<file path="config.mk">
export PLATFORM = sky130hd
export DESIGN_NAME = toc_top
export DESIGN_NICKNAME = d
export VERILOG_FILES = /design/src/design/toc_pkg.sv /design/src/design/toc_top.sv /design/src/design/toc_element.sv
export VERILOG_INCLUDE_DIRS = /design/src /design/src/design
export SDC_FILE = /design/constraint.sdc
export NUM_CORES = 2
export LEC_CHECK = 0
export BUFFER_PORTS_ARGS = -buffer_cell sky130_fd_sc_hd__buf_4
export CORE_MARGIN = 8
export CORE_UTILIZATION = 50
export DETAILED_ROUTE_END_ITERATION = 6
export GPL_TIMING_DRIVEN = 0
export PLACE_DENSITY_LB_ADDON = 0.08
export RECOVER_POWER = 50
export SLEW_MARGIN = 20
export SYNTH_ARGS = -nofsm -noshare
export SYNTH_HDL_FRONTEND = slang
export SYNTH_SLANG_ARGS = --single-unit
</file>
<file path="constraint.sdc">
create_clock -name MCLK -period 26.2 [get_ports MCLK]
set_input_delay 0 -clock MCLK [delete_from_list [all_inputs] [get_ports MCLK]]
set_output_delay 0 -clock MCLK [all_outputs]
set_load 0.01 [all_outputs]
</file>
<file path="src/design/toc_defines.svh">
// Offsets, field positions, reset values and timing counts of the overcurrent block.
`ifndef TOC_DEFINES_SVH
`define TOC_DEFINES_SVH

`define TOC_NUM_INST        4
`define TOC_INST_PHASE      0
`define TOC_INST_NEUTRAL1   1
`define TOC_INST_NEUTRAL2   2
`define TOC_INST_RESIDUAL   3

`define TOC_OFS_CTRL        8'h00
`define TOC_OFS_STATUS      8'h04
`define TOC_OFS_MASK        8'h08
`define TOC_OFS_STATE       8'h0C
`define TOC_OFS_INST_BASE   4'h2
`define TOC_OFS_INST_LAST   4'h5
`define TOC_FLD_PICKUP      2'h0
`define TOC_FLD_CURVE       2'h1
`define TOC_FLD_DIAL        2'h2
`define TOC_FLD_TIMES       2'h3

`define TOC_CTRL_DIR_EN_BIT 0
`define TOC_ST_REJECT_BIT   12
`define TOC_ST_WIDTH        13

`define TOC_RST_PICKUP      16'hFFFF
`define TOC_RST_CURVE       4'h0
`define TOC_RST_DIAL        11'h064
`define TOC_CURVE_US_LAST   4'h4
`define TOC_CURVE_IEC_LAST  4'h9
`define TOC_CURVE_LAST      4'hB
`define TOC_DIAL_US_MIN     11'h032
`define TOC_DIAL_US_MAX     11'h5DC
`define TOC_DIAL_IEC_MIN    11'h005
`define TOC_DIAL_IEC_MAX    11'h064
`define TOC_DIAL_REC_MIN    11'h00A
`define TOC_DIAL_REC_MAX    11'h0C8
`define TOC_DIAL_UNITY      27'h0000064
`define TOC_TIME_MAX        8'hF0

`define TOC_TICKS_PER_CYCLE 3'h4
`define TOC_CURVE_BASE      {16'h0100, 16'h0080, 16'h0C00, 16'h0600, 16'h0300, 16'h0180, \
                             16'h00C0, 16'h0A00, 16'h0500, 16'h0280, 16'h0140, 16'h00A0}

`endif

</file>
<file path="src/design/toc_pkg.sv">
// Types shared by the overcurrent block.
package toc_pkg;

    typedef enum logic [1:0] {
        TOC_TERM_ZERO = 2'h0,
        TOC_TERM_ONE  = 2'h1,
        TOC_TERM_BIT  = 2'h2,
        TOC_TERM_BAD  = 2'h3
    } toc_term_type;

    typedef struct packed {
        logic [15:0]  pickup;
        logic [3:0]   curve;
        logic         reset_em;
        toc_term_type term_mode;
        logic [2:0]   term_index;
        logic [10:0]  dial;
        logic [7:0]   adder;
        logic [7:0]   min_resp;
    } toc_setting_type;

    typedef struct packed {
        logic pickup;
        logic timed_out;
        logic fully_reset;
    } toc_flags_type;

endpackage

</file>
<file path="src/design/toc_top.sv">
// APB-controlled bank of phase, neutral and residual time-overcurrent elements.
//
// Functional notes
// Open gate presents zero operating current to comparator and timers.
// Gate opening while timing drops pickup and time-out, then times reset.
// Torque point at one closes gate and routes current onward.
// Torque point is directional input AND torque-control term.
// Directional enable off forces directional input to one.
// Phase torque term written as constant zero is rejected.
// Torque term at zero opens gate, element nonoperational.
// Current above pickup and timing clears fully-reset flag.
// Completed curve timing asserts time-out flag.
// Reset mode yes emulates electromechanical reset, then flags fully reset.
// Reset mode no resets fully one power cycle after dropout.
// Curve select offers five US, five IEC, recloser and user curves.
// Time dial scales curve, range by family, not adder or floor.
// Constant adder adds to curve time; zero has no effect.
// Minimum response time floors the curve; zero disables it.
// Two neutral instances run on the neutral channel current.
// Neutral torque term may be constant zero, defeating that instance.
// Residual instance runs on the sum of three phase currents.
// Comparators and timers update once per processing tick, timers count in ticks.
//
// Local design decisions: register access over APB and the register addresses.
`timescale 1ns/100ps
`include "toc_defines.svh"

module toc_top #(
    parameter int NUM_INST = `TOC_NUM_INST,
    parameter int CUR_W    = 18
) (
    input  wire logic                MCLK,
    input  wire logic                SYS_RST,
    input  wire logic                PSEL,
    input  wire logic                PENABLE,
    input  wire logic                PWRITE,
    input  wire logic [7:0]          PADDR,
    input  wire logic [31:0]         PWDATA,
    output logic      [31:0]         PRDATA,
    output logic                     PREADY,
    output logic                     PSLVERR,
    input  wire logic                PROT_TICK,
    input  wire logic signed [15:0]  I_PHASE_A,
    input  wire logic signed [15:0]  I_PHASE_B,
    input  wire logic signed [15:0]  I_PHASE_C,
    input  wire logic signed [15:0]  I_NEUTRAL,
    input  wire logic [NUM_INST-1:0] DIR_PERMIT,
    input  wire logic [7:0]          LOGIC_BITS,
    output logic      [NUM_INST-1:0] PICKUP,
    output logic      [NUM_INST-1:0] TIMED_OUT,
    output logic      [NUM_INST-1:0] FULLY_RESET,
    output logic                     IRQ
);

    typedef enum logic [1:0] {
        TOC_BUS_IDLE   = 2'b01,
        TOC_BUS_ANSWER = 2'b10
    } toc_bus_type;

    toc_bus_type               bus_reg;
    logic                      directional_enable_reg;
    logic [`TOC_ST_WIDTH-1:0]  status_reg;
    logic [`TOC_ST_WIDTH-1:0]  mask_reg;
    logic [`TOC_ST_WIDTH-1:0]  status_set;
    toc_pkg::toc_setting_type  set_reg [NUM_INST];
    toc_pkg::toc_flags_type    flags   [NUM_INST];
    toc_pkg::toc_flags_type    flags_d_reg [NUM_INST];
    logic [NUM_INST-1:0]       torque_gate_point;
    logic [NUM_INST-1:0]       torque_term;
    logic [CUR_W-1:0]          op_cur  [NUM_INST];

    logic                      access_done;
    logic                      is_inst;
    logic [1:0]                sel_inst;
    logic [1:0]                sel_fld;
    toc_pkg::toc_setting_type  cand;
    logic                      cand_ok;
    logic                      addr_ok;
    logic [31:0]               rd_data;
    logic                      wr_setting;

    logic [15:0]               abs_a;
    logic [15:0]               abs_b;
    logic [15:0]               abs_c;
    logic [15:0]               abs_n;
    logic [15:0]               phase_max;
    logic signed [17:0]        resid_sum;
    logic [17:0]               resid_abs;

    function automatic logic [15:0] mag16(input logic signed [15:0] v);
        mag16 = v[15] ? 16'(-v) : 16'(v);
    endfunction

    // Operating currents of the instance types.
    always_comb begin
        abs_a     = mag16(I_PHASE_A);
        abs_b     = mag16(I_PHASE_B);
        abs_c     = mag16(I_PHASE_C);
        abs_n     = mag16(I_NEUTRAL);
        phase_max = (abs_a > abs_b) ? abs_a : abs_b;
        phase_max = (phase_max > abs_c) ? phase_max : abs_c;
        resid_sum = 18'(I_PHASE_A) + 18'(I_PHASE_B) + 18'(I_PHASE_C);
        resid_abs = resid_sum[17] ? 18'(-resid_sum) : 18'(resid_sum);
    end

    always_comb begin
        op_cur[`TOC_INST_PHASE]    = CUR_W'(phase_max);
        op_cur[`TOC_INST_NEUTRAL1] = CUR_W'(abs_n);
        op_cur[`TOC_INST_NEUTRAL2] = CUR_W'(abs_n);
        op_cur[`TOC_INST_RESIDUAL] = CUR_W'(resid_abs);
    end

    // Address decode of the current access.
    assign access_done = PSEL && PENABLE && PREADY;
    assign is_inst     = (PADDR[7:4] >= `TOC_OFS_INST_BASE) &&
                         (PADDR[7:4] <= `TOC_OFS_INST_LAST) && (PADDR[1:0] == 2'h0);
    assign sel_inst    = 2'(PADDR[7:4] - `TOC_OFS_INST_BASE);
    assign sel_fld     = PADDR[3:2];

    // Candidate setting after merging the write data into one field.
    always_comb begin
        cand = set_reg[sel_inst];
        unique case (sel_fld)
            `TOC_FLD_PICKUP: begin
                cand.pickup = PWDATA[15:0];
            end
            `TOC_FLD_CURVE: begin
                cand.curve      = PWDATA[3:0];
                cand.reset_em   = PWDATA[4];
                cand.term_mode  = toc_pkg::toc_term_type'(PWDATA[9:8]);
                cand.term_index = PWDATA[14:12];
            end
            `TOC_FLD_DIAL: begin
                cand.dial = PWDATA[10:0];
            end
            `TOC_FLD_TIMES: begin
                cand.adder    = PWDATA[7:0];
                cand.min_resp = PWDATA[15:8];
            end
        endcase
    end

    // Setting check: curve family bounds the dial, phase refuses constant zero.
    always_comb begin
        cand_ok = 1'b1;
        if (cand.curve > `TOC_CURVE_LAST) begin
            cand_ok = 1'b0;
        end
        if (cand.term_mode == toc_pkg::TOC_TERM_BAD) begin
            cand_ok = 1'b0;
        end
        if ((sel_inst == 2'(`TOC_INST_PHASE)) &&
            (cand.term_mode == toc_pkg::TOC_TERM_ZERO)) begin
            cand_ok = 1'b0;
        end
        if (cand.curve <= `TOC_CURVE_US_LAST) begin
            if ((cand.dial < `TOC_DIAL_US_MIN) || (cand.dial > `TOC_DIAL_US_MAX)) begin
                cand_ok = 1'b0;
            end
        end else if (cand.curve <= `TOC_CURVE_IEC_LAST) begin
            if ((cand.dial < `TOC_DIAL_IEC_MIN) || (cand.dial > `TOC_DIAL_IEC_MAX)) begin
                cand_ok = 1'b0;
            end
        end else begin
            if ((cand.dial < `TOC_DIAL_REC_MIN) || (cand.dial > `TOC_DIAL_REC_MAX)) begin
                cand_ok = 1'b0;
            end
        end
        if ((cand.adder > `TOC_TIME_MAX) || (cand.min_resp > `TOC_TIME_MAX)) begin
            cand_ok = 1'b0;
        end
    end

    assign wr_setting = access_done && PWRITE && is_inst && cand_ok;

    // Read multiplexer and address check.
    always_comb begin
        rd_data = '0;
        addr_ok = 1'b1;
        if (is_inst) begin
            unique case (sel_fld)
                `TOC_FLD_PICKUP: begin
                    rd_data[15:0] = set_reg[sel_inst].pickup;
                end
                `TOC_FLD_CURVE: begin
                    rd_data[3:0]   = set_reg[sel_inst].curve;
                    rd_data[4]     = set_reg[sel_inst].reset_em;
                    rd_data[9:8]   = set_reg[sel_inst].term_mode;
                    rd_data[14:12] = set_reg[sel_inst].term_index;
                end
                `TOC_FLD_DIAL: begin
                    rd_data[10:0] = set_reg[sel_inst].dial;
                end
                `TOC_FLD_TIMES: begin
                    rd_data[7:0]  = set_reg[sel_inst].adder;
                    rd_data[15:8] = set_reg[sel_inst].min_resp;
                end
            endcase
        end else begin
            case (PADDR)
                `TOC_OFS_CTRL: begin
                    rd_data[`TOC_CTRL_DIR_EN_BIT] = directional_enable_reg;
                end
                `TOC_OFS_STATUS: begin
                    rd_data[`TOC_ST_WIDTH-1:0] = status_reg;
                end
                `TOC_OFS_MASK: begin
                    rd_data[`TOC_ST_WIDTH-1:0] = mask_reg;
                end
                `TOC_OFS_STATE: begin
                    rd_data[NUM_INST-1:0]            = PICKUP;
                    rd_data[NUM_INST+3:4]            = TIMED_OUT;
                    rd_data[NUM_INST+7:8]            = FULLY_RESET;
                    rd_data[NUM_INST+11:12]          = torque_gate_point;
                end
                default: begin
                    addr_ok = 1'b0;
                end
            endcase
        end
    end

    // Bus answer: one wait state, then a registered answer for one cycle.
    always_ff @(posedge MCLK or posedge SYS_RST) begin
        if (SYS_RST) begin
            bus_reg <= TOC_BUS_IDLE;
            PREADY  <= 1'b0;
            PRDATA  <= '0;
            PSLVERR <= 1'b0;
        end else begin
            unique case (bus_reg)
                TOC_BUS_IDLE: begin
                    if (PSEL && PENABLE) begin
                        bus_reg <= TOC_BUS_ANSWER;
                        PREADY  <= 1'b1;
                        PRDATA  <= PWRITE ? 32'h00000000 : rd_data;
                        PSLVERR <= !addr_ok || (PWRITE && is_inst && !cand_ok);
                    end
                end
                TOC_BUS_ANSWER: begin
                    bus_reg <= TOC_BUS_IDLE;
                    PREADY  <= 1'b0;
                    PRDATA  <= '0;
                    PSLVERR <= 1'b0;
                end
            endcase
        end
    end

    always_ff @(posedge MCLK or posedge SYS_RST) begin
        if (SYS_RST) begin
            directional_enable_reg <= 1'b0;
            mask_reg               <= '0;
        end else if (access_done && PWRITE) begin
            if (PADDR == `TOC_OFS_CTRL) begin
                directional_enable_reg <= PWDATA[`TOC_CTRL_DIR_EN_BIT];
            end
            if (PADDR == `TOC_OFS_MASK) begin
                mask_reg <= PWDATA[`TOC_ST_WIDTH-1:0];
            end
        end
    end

    // Per-instance settings, torque gate and element.
    for (genvar i = 0; i < NUM_INST; i++) begin : g_inst
        always_ff @(posedge MCLK or posedge SYS_RST) begin
            if (SYS_RST) begin
                set_reg[i] <= '{pickup: `TOC_RST_PICKUP, curve: `TOC_RST_CURVE,
                                reset_em: 1'b1, term_mode: toc_pkg::TOC_TERM_ONE,
                                term_index: 3'h0, dial: `TOC_RST_DIAL,
                                adder: 8'h00, min_resp: 8'h00};
            end else if (wr_setting && (sel_inst == 2'(i))) begin
                set_reg[i] <= cand;
            end
        end

        always_comb begin
            unique case (set_reg[i].term_mode)
                toc_pkg::TOC_TERM_ONE: torque_term[i] = 1'b1;
                toc_pkg::TOC_TERM_BIT: torque_term[i] = LOGIC_BITS[set_reg[i].term_index];
                default:               torque_term[i] = 1'b0;
            endcase
        end

        // Directional input counts only while directional control is enabled.
        assign torque_gate_point[i] = (!directional_enable_reg || DIR_PERMIT[i])
                                      && torque_term[i];

        toc_element #(
            .CUR_W      (CUR_W),
            .CURVE_BASE (`TOC_CURVE_BASE)
        ) u_element (
            .clk     (MCLK),
            .rst     (SYS_RST),
            .tick    (PROT_TICK),
            .gate    (torque_gate_point[i]),
            .current (op_cur[i]),
            .setting (set_reg[i]),
            .flags   (flags[i])
        );

        assign PICKUP[i]      = flags[i].pickup;
        assign TIMED_OUT[i]   = flags[i].timed_out;
        assign FULLY_RESET[i] = flags[i].fully_reset;

        always_ff @(posedge MCLK or posedge SYS_RST) begin
            if (SYS_RST) begin
                flags_d_reg[i] <= '{pickup: 1'b0, timed_out: 1'b0, fully_reset: 1'b1};
            end else begin
                flags_d_reg[i] <= flags[i];
            end
        end

        assign status_set[i]     = flags[i].pickup && !flags_d_reg[i].pickup;
        assign status_set[i + 4] = flags[i].timed_out && !flags_d_reg[i].timed_out;
        assign status_set[i + 8] = flags[i].fully_reset && !flags_d_reg[i].fully_reset;
    end

    assign status_set[`TOC_ST_REJECT_BIT] = access_done && PWRITE && is_inst && !cand_ok;

    // Sticky events, cleared by writing one; a new event wins over the clear.
    always_ff @(posedge MCLK or posedge SYS_RST) begin
        if (SYS_RST) begin
            status_reg <= '0;
        end else if (access_done && PWRITE && (PADDR == `TOC_OFS_STATUS)) begin
            status_reg <= (status_reg & ~PWDATA[`TOC_ST_WIDTH-1:0]) | status_set;
        end else begin
            status_reg <= status_reg | status_set;
        end
    end

    always_ff @(posedge MCLK or posedge SYS_RST) begin
        if (SYS_RST) begin
            IRQ <= 1'b0;
        end else begin
            IRQ <= |(status_reg & mask_reg);
        end
    end

endmodule // toc_top

</file>
<file path="src/design/toc_element.sv">
// One time-overcurrent element with torque gate, current-independent curve timer and reset timer.
`timescale 1ns/100ps
`include "toc_defines.svh"

module toc_element #(
    parameter int          CUR_W      = 18,
    parameter logic [191:0] CURVE_BASE = `TOC_CURVE_BASE
) (
    input  wire logic                     clk,
    input  wire logic                     rst,
    input  wire logic                     tick,
    input  wire logic                     gate,
    input  wire logic [CUR_W-1:0]         current,
    input  wire toc_pkg::toc_setting_type setting,
    output toc_pkg::toc_flags_type        flags
);

    typedef enum logic [2:0] {
        TOC_RESTING   = 3'b001,
        TOC_TIMING    = 3'b010,
        TOC_RESETTING = 3'b100
    } toc_phase_type;

    toc_phase_type     phase_reg, phase_next;
    logic [26:0]       acc_reg, acc_next;
    logic [2:0]        drop_reg, drop_next;
    logic [CUR_W-1:0]  op_current;
    logic              above;
    logic [26:0]       curve_time;
    logic [26:0]       target;
    logic [15:0]       base;

    // Open gate shows zero current to comparator and timers alike.
    assign op_current = gate ? current : '0;
    assign above      = op_current > CUR_W'(setting.pickup);
    assign base       = CURVE_BASE[(11 - setting.curve) * 16 +: 16];

    // Dial scales the curve only; the adder is added after it, then the floor is applied.
    always_comb begin
        curve_time = 27'((27'(base) * 27'(setting.dial)) / `TOC_DIAL_UNITY);
        curve_time = curve_time + 27'(setting.adder);
        target     = (curve_time < 27'(setting.min_resp)) ? 27'(setting.min_resp)
                                                          : curve_time;
        if (target == '0) begin
            target = 27'h0000001;
        end
    end

    always_comb begin
        phase_next = phase_reg;
        acc_next   = acc_reg;
        drop_next  = '0;
        if (above) begin
            phase_next = TOC_TIMING;
            if (acc_reg < target) begin
                acc_next = acc_reg + 27'h0000001;
            end
        end else if (phase_reg != TOC_RESTING) begin
            phase_next = TOC_RESETTING;
            if (setting.reset_em) begin
                if (acc_reg <= 27'h0000001) begin
                    acc_next   = '0;
                    phase_next = TOC_RESTING;
                end else begin
                    acc_next = acc_reg - 27'h0000001;
                end
            end else if (drop_reg == `TOC_TICKS_PER_CYCLE - 3'h1) begin
                acc_next   = '0;
                phase_next = TOC_RESTING;
            end else begin
                drop_next = drop_reg + 3'h1;
            end
        end
    end

    // State moves only on the processing tick.
    always_ff @(posedge clk or posedge rst) begin
        if (rst) begin
            phase_reg <= TOC_RESTING;
            acc_reg   <= '0;
            drop_reg  <= '0;
        end else if (tick) begin
            phase_reg <= phase_next;
            acc_reg   <= acc_next;
            drop_reg  <= drop_next;
        end
    end

    always_ff @(posedge clk or posedge rst) begin
        if (rst) begin
            flags <= '{pickup: 1'b0, timed_out: 1'b0, fully_reset: 1'b1};
        end else if (tick) begin
            flags.pickup      <= above;
            flags.timed_out   <= above && (acc_next >= target);
            flags.fully_reset <= !above && (phase_next == TOC_RESTING);
        end
    end

endmodule // toc_element

</file>
After elaboration in Yosys (flattened, before gate mapping)
Cells that the tools add are included.

Reductions and logical operators: 81. Multiply operators: 4. Eq/ne operators: 33. Mux-type cells: 130. $lt $le $gt $ge: 40. Bitwise gates (word level): 6. Add/subtract/negate cells: 28. Shift-type cells: 4. Divide/modulo/power cells: 4.

Operators by type and width (number): $mux 27 (32); $shiftx 192x33->16 const A (4); $mux 16 (13); $mux 3 (37); $add 27x1->27 const B (4); $add 27x8->27 (4); $div 27x7->27 const B (4); $ge 27x27->1 (4); $le 27x1->1 const B (4); $logic_not 27->1 (4); $lt 27x27->1 (4); $lt 27x8->1 (4); $mul 16x11->27 (4); $sub 27x1->27 const B (4); $bmux 53 s2 (1); $mux 53 (2); $gt 18x16->1 (4); $neg 16->16 (4); $pmux 32 s2 (1); $logic_and 1x1->1 (40); $mux 18 (2); $pmux 12 s3 (1); $gt 16x16->1 (2); $mux 32 (1); 51 further kinds (146).

Register bits after elaboration: 432. Output and inout bits: 47. Input port bits: 122.

Longest topological paths before layout
Depth after elaboration: 19. Mapped depth: 129. Depth with buffers taken out: 117.

Cells and area by module
From an unflattened synthesis, not the netlist that was laid out.

Cells, all modules: 8488. Area, all modules: 68268.0 µm².

Modules (own cells, without submodules): toc_element (g_inst[0].u_element ...) (seq. area each 903.4 µm², area an instance 12448.2 µm², cells each 1704, instances 2); toc_top (seq. area each 6892.9 µm², area an instance 17903.4 µm², cells each 1622, instances 1); toc_element (g_inst[3].u_element) (seq. area each 903.4 µm², area an instance 12978.7 µm², cells each 1784, instances 1); toc_element (g_inst[1].u_element) (seq. area each 903.4 µm², area an instance 12489.5 µm², cells each 1674, instances 1).

Worst setup path after synthesis
Ideal clock, no wire load.

Kind: register -> register. Start: register set_reg[195] (netlist bit). End: register, netlist name g_inst[0].u_element.flags[1]. Cell stages (with the launch flop): 121. Required time: 26067 ps. Path slack: 2297 ps. Data arrival time: 23771 ps. Path through: dfrtp_1 -> ha_1 -> clkbuf_1 -> nand2b_1 -> nand3_1 -> o21ai_0 -> a32oi_1 -> nor2_1 -> clkbuf_1 -> and2_1 -> fa_1 -> fa_1 -> inv_1 -> fa_1 -> inv_1 -> ha_1 -> ha_1 -> ha_1 -> [... 85 more ...] -> nand2b_1 -> a21oi_1 -> nor2b_1 -> o21ai_0 -> nand2b_1 -> a21oi_1 -> nor2b_1 -> o21ai_0 -> nand2b_1 -> a21oi_1 -> nor2_1 -> a211oi_1 -> o21ai_0 -> and2_1 -> a2111oi_0 -> nand4_1 -> nor2_1 -> a32oi_1.

Longest elaborated chain between the ends: 14.

Ends and longest elaborated chain: start, declared (line toc_top.sv:65) `toc_pkg::toc_setting_type set_reg [NUM_INST];`; start signal, assigned by index (line toc_top.sv:268) `` set_reg[i] <= '{pickup: `TOC_RST_PICKUP, curve: `TOC_RST_CURVE, ``; start signal, assigned by index (line toc_top.sv:273) `set_reg[i] <= cand;`; $sub 4x4->5 (*) (line toc_element.sv:36) `assign base = CURVE_BASE[(11 - setting.curve) * 16 +: 16];`; $shiftx 192x33->16 (*) (line toc_element.sv:36); $mul 16x11->27 (*) (line toc_element.sv:40) `` curve_time = 27'((27'(base) * 27'(setting.dial)) / `TOC_DIAL_UNITY); ``; $div 27x7->27 (no source line) (*); $add 27x8->27 (*) (line toc_element.sv:41) `curve_time = curve_time + 27'(setting.adder);`; $lt 27x8->1 (line toc_element.sv:42) `target = (curve_time < 27'(setting.min_resp)) ? 27'(setting.min_resp)`; $mux 27 (*) (line toc_element.sv:42); $logic_not 27->1 (line toc_element.sv:44) `if (target == '0) begin`; $mux 27 (*) (line toc_element.sv:44); $lt 27x27->1 (*) (line toc_element.sv:55) `if (acc_reg < target) begin`; $mux 27 (*) (line toc_element.sv:55); $mux 27 (*) (line toc_element.sv:53) `if (above) begin`; net g_inst[0].u_element.acc_next[1] (line toc_element.sv:25) `logic [26:0] acc_reg, acc_next;`; $ge 27x27->1 (*) (line toc_element.sv:94) `flags.timed_out <= above && (acc_next >= target);`; $logic_and 1x1->1 (*) (line toc_element.sv:94).

Mark *: on every way through the listed nets, which the timed path passes. The rest lies on a longest branch. A chain may end at the register's enable or synchronous reset.

Worst setup path after layout
Start: register set_reg[195] (netlist bit). End: register, netlist name g_inst[0].u_element.flags[1].

Longest elaborated chain between the ends: 14.

Ends and longest elaborated chain (line): $sub 4x4->5 (*) (toc_element.sv:36); $shiftx 192x33->16 (*) (toc_element.sv:36); $mul 16x11->27 (*) (toc_element.sv:40); $div 27x7->27 (no source line) (*); $add 27x8->27 (*) (toc_element.sv:41); $lt 27x8->1 (toc_element.sv:42); $mux 27 (*) (toc_element.sv:42); $logic_not 27->1 (toc_element.sv:44); $mux 27 (*) (toc_element.sv:44); $lt 27x27->1 (toc_element.sv:55); $mux 27 (toc_element.sv:55); $mux 27 (toc_element.sv:53); $ge 27x27->1 (*) (toc_element.sv:94); $logic_and 1x1->1 (*) (toc_element.sv:94).

Mark *: on every way between the ends. The rest lies on a longest branch, timed or not.

==> impl_metrics.json <==
{
  "outcome": "complete, but fails checks",
  "violations": "DRC, capacitance limit, slew limit",
  "dpl.hpwl_um": 187000,
  "cp-start-kind": "flop",
  "synth_cell_types": 152,
  "criticalPathCategory": "reg2reg",
  "critPathTopFamily": "compound AO/OA/AOI/OAI gates",
  "ir_drop_uv": 75.5,
  "r2r_start": "set_reg[195]",
  "power.density_nw_per_um2": 47.5,
  "numCtsBuffers": 50,
  "routed_wl_um": 240000,
  "synth_edf_count": 0,
  "grt_antenna_before_repair": 11,
  "cp.depth": 121,
  "min_period_ns": 25.24,
  "slowest_delay_ns": 0.61,
  "cp-startpoint": "set_reg[195]",
  "chipWidth_um": 378,
  "viasPerCell": 6.47,
  "dr.pass1.iters": 7,
  "grt_max_degree": 91,
  "place_inst": 10300,
  "path_buf_inv": 18,
  "final_nets": 9756,
  "crit_arrival_ns": 25.74,
  "finalHoldViolCount": 0,
  "min-delay-path-class": "in2reg",
  "io_buffers": 135,
  "cp-end-kind": "flop",
  "required_ns": 26.70,
  "drc": 1,
  "setup_viol": 0,
  "die_h_um": 378,
  "fmax_mhz": 39.6,
  "grt_pass1_vias": 64300,
  "worstRegToRegCells": 121,
  "ys_ff_latch": 415,
  "rr_endpoint": "g_inst[0].u_element.flags[1]",
  "synth_area_per_cell_um2": 7.81,
  "synthesis.area_um2": 65500,
  "grt_use_total_pct": 31.5,
  "grt_pass1_wl_um": 366000,
  "maxCapViolations": 5,
  "critPathSlowestCell": "a21oi_1",
  "area_growth_pct": 16.1,
  "start_util_pct": 50.4,
  "fin_cells": 10600,
  "io_pins": 169,
  "fin_crit_sh_pct": 96.3,
  "placed_area_um2": 68900,
  "slew_headroom_pct": -228,
  "cts-root-buf": "clkbuf_16",
  "final_cell_area_um2": 76000,
  "setup_tns_ns": 0,
  "crit_path_end": "g_inst[0].u_element.flags[1]",
  "initialDrtViolationCount": 6835,
  "yosysSeqAreaShare_pct": 16.0,
  "die_area_um2": 143000,
  "hold_ws_ns": 0.139,
  "r2r_setup_slack_ns": 0.96,
  "placementRows": 132,
  "synthArstFlopShare_pct": 100,
  "clkSinkCount": 415,
  "final-max-slew-violation-count": 424,
  "cts_buffer_depth": 3,
  "syn_inst": 8385,
  "cts_tree": "done",
  "yosys_warnings": 0,
  "p_leak_nw": 32.1,
  "worstMarginPinSlew_ns": 4.91,
  "core_area_um2": 130000,
  "wl_per_cell_um": 22.7,
  "grt_overflow_total": 0,
  "largest_register_ff_count": 212,
  "cp_max_fo": 10,
  "skew_ns": 0.0399,
  "clk_pin_slew_ns": 0.07,
  "vias": 68600,
  "ys.flop_type": "dfrtp_1",
  "postRouteAntennaNets": 0,
  "clk_latency_ns": 0.63,
  "gp_congestion": 1.00,
  "drive_above_1_share_pct": 16.5,
  "cp_common_cell": "buf_4",
  "rsz0062_at_grt": "true",
  "htreeDepth": 2
}
## how the worst min path moves through the flow
stage	startpoint	endpoint	slack, ns	cells after the start
global placement	PWDATA[11]	mask_reg[11]	0.35	2
CTS	PROT_TICK	g_inst[0].u_element.acc_reg[8]	0.11	4
detailed placement	SYS_RST	g_inst[1].u_element.acc_reg[13]	0.1	2
finish	PROT_TICK	g_inst[0].u_element.acc_reg[8]	0.14	4
global route	PADDR[3]	PRDATA[11]	0.15	5
floorplan	PWDATA[10]	mask_reg[10]	0.15	1
## metrics by stage
stage	utilization (%)	total power, W	worst slack, ns
2_1_floorplan	-	0.00217	2.30
3_3_place_gp	53.0	0.00263	-3.68
3_5_place_dp	53.1	0.00268	-3.91
4_1_cts	55.7	0.00348	-0.0149
5_1_grt	58.5	0.00384	-0.208
6_report	58.5	0.00361	0.958
## synth_stat cells, types with 26 or more instances
| library cell | n | area, um^2 |
|---|---|---|
| a211o_1 | 44 | 385 |
| a211oi_1 | 99 | 743 |
| a21o_1 | 143 | 1070 |
| a21oi_1 | 631 | 3160 |
| a221oi_1 | 27 | 236 |
| a22o_1 | 43 | 377 |
| a22oi_1 | 45 | 338 |
| a31oi_1 | 84 | 526 |
| and2_1 | 298 | 1860 |
| and3_1 | 61 | 382 |
| buf_2 | 39 | 195 |
| clkbuf_1 | 306 | 1150 |
| dfrtp_1 | 318 | 7960 |
| dfstp_2 | 97 | 2550 |
| fa_1 | 201 | 4020 |
| ha_1 | 632 | 7910 |
| inv_1 | 569 | 2140 |
| mux2_2 | 56 | 631 |
| mux2i_1 | 135 | 1350 |
| mux4_2 | 61 | 1370 |
| nand2_1 | 748 | 2810 |
| nand2b_1 | 112 | 701 |
| nand3_1 | 195 | 976 |
| nand4_1 | 105 | 657 |
| nor2_1 | 655 | 2460 |
| nor2b_1 | 95 | 594 |
| nor3_1 | 218 | 1090 |
| nor4_1 | 101 | 632 |
| o2111ai_1 | 33 | 289 |
| o211a_1 | 35 | 350 |
| o211ai_1 | 86 | 646 |
| o21a_1 | 86 | 646 |
| o21ai_0 | 585 | 2930 |
| o21ai_1 | 53 | 265 |
| o21bai_1 | 45 | 338 |
| o22ai_1 | 56 | 350 |
| o31a_1 | 41 | 359 |
| o31ai_1 | 66 | 495 |
| o41ai_1 | 26 | 228 |
| or2_2 | 62 | 388 |
| or3_1 | 77 | 482 |
| or4_1 | 36 | 270 |
| xnor2_1 | 193 | 1690 |
| xor2_1 | 97 | 850 |
## routing by layer
layer,vias to the layer above,track usage (%),share of wire [%]
met5,-,0,0.014
met4,6,13.6,5.2
met3,604,5.23,7.5
met2,2847,51.8,46
met1,33400,40.8,41
li1,31800,-,-
## placed cells by master (no fill, tap or decap), types with 74 or more instances in the layout
cell type / synthesis / layout
a21o_1: 143 / 140
a21oi_1: 631 / 574
a31oi_1: 84 / 74
and2_1: 298 / 297
buf_4: 24 / 331
clkbuf_1: 306 / 278
dfrtp_1: 318 / 312
dfstp_2: 97 / 93
fa_1: 201 / 200
ha_1: 632 / 615
inv_1: 569 / 568
mux2i_1: 135 / 113
nand2_1: 748 / 738
nand2b_1: 112 / 108
nand3_1: 195 / 184
nand4_1: 105 / 105
nor2_1: 655 / 624
nor2b_1: 95 / 94
nor3_1: 218 / 192
nor4_1: 101 / 79
o211ai_1: 86 / 86
o21a_1: 86 / 81
o21ai_0: 585 / 554
xnor2_1: 193 / 172
xor2_1: 97 / 84
## tightest hold or removal path, stage by stage
cell and delay (ns):
buf_4 0.15, clkbuf_1 0.29, nand2_1 0.17, o211ai_1 0.09
## layout make-up
type	count	area, um^2
multi-input combinational	7026	55000
timing repair buffer	367	2710
sequential	415	10500
tap	1742	2180
fill	12000	53800
clock buffer	72	1470
clock inverter	22	259
inverter	573	2150
antenna	9	22.5
buffer	368	1690
## where the power goes
group	switching (W)	internal, W
clock	0.000310	0.000431
combinational	0.00121	0.000817
sequential	0.000110	0.000729
total	0.00163	0.00198
## kinds of logic (layout without fill, tap and decap cells)
logic type                 Yosys count  in the layout  share of synthesized area, %
adders and majority gates          846            846                          18.4
DFF                                415            415                          16.0
buffers and inverters              967           1402                          5.79
and+or+nand+nor                   2909           2910                          22.2
AOI/OAI and AO/OA                 2693           2693                          28.3
xor gates and xnor gates           296            296                          4.03
muxes                              257            257                          5.22
other                                2             33                        0.0115
## timing repair
action | 4_1_cts | 5_1_grt
pin swaps | 22 | 145
buffers inserted | 43 | 159
gates cloned | 0 | 2
gates resized for setup | 235 | 594
hold endpoints to repair | 276 | 0
hold buffers | 22 | 0
endpoints found under the setup margin | 16 | 26
Power figures use the tool's default switching activity.
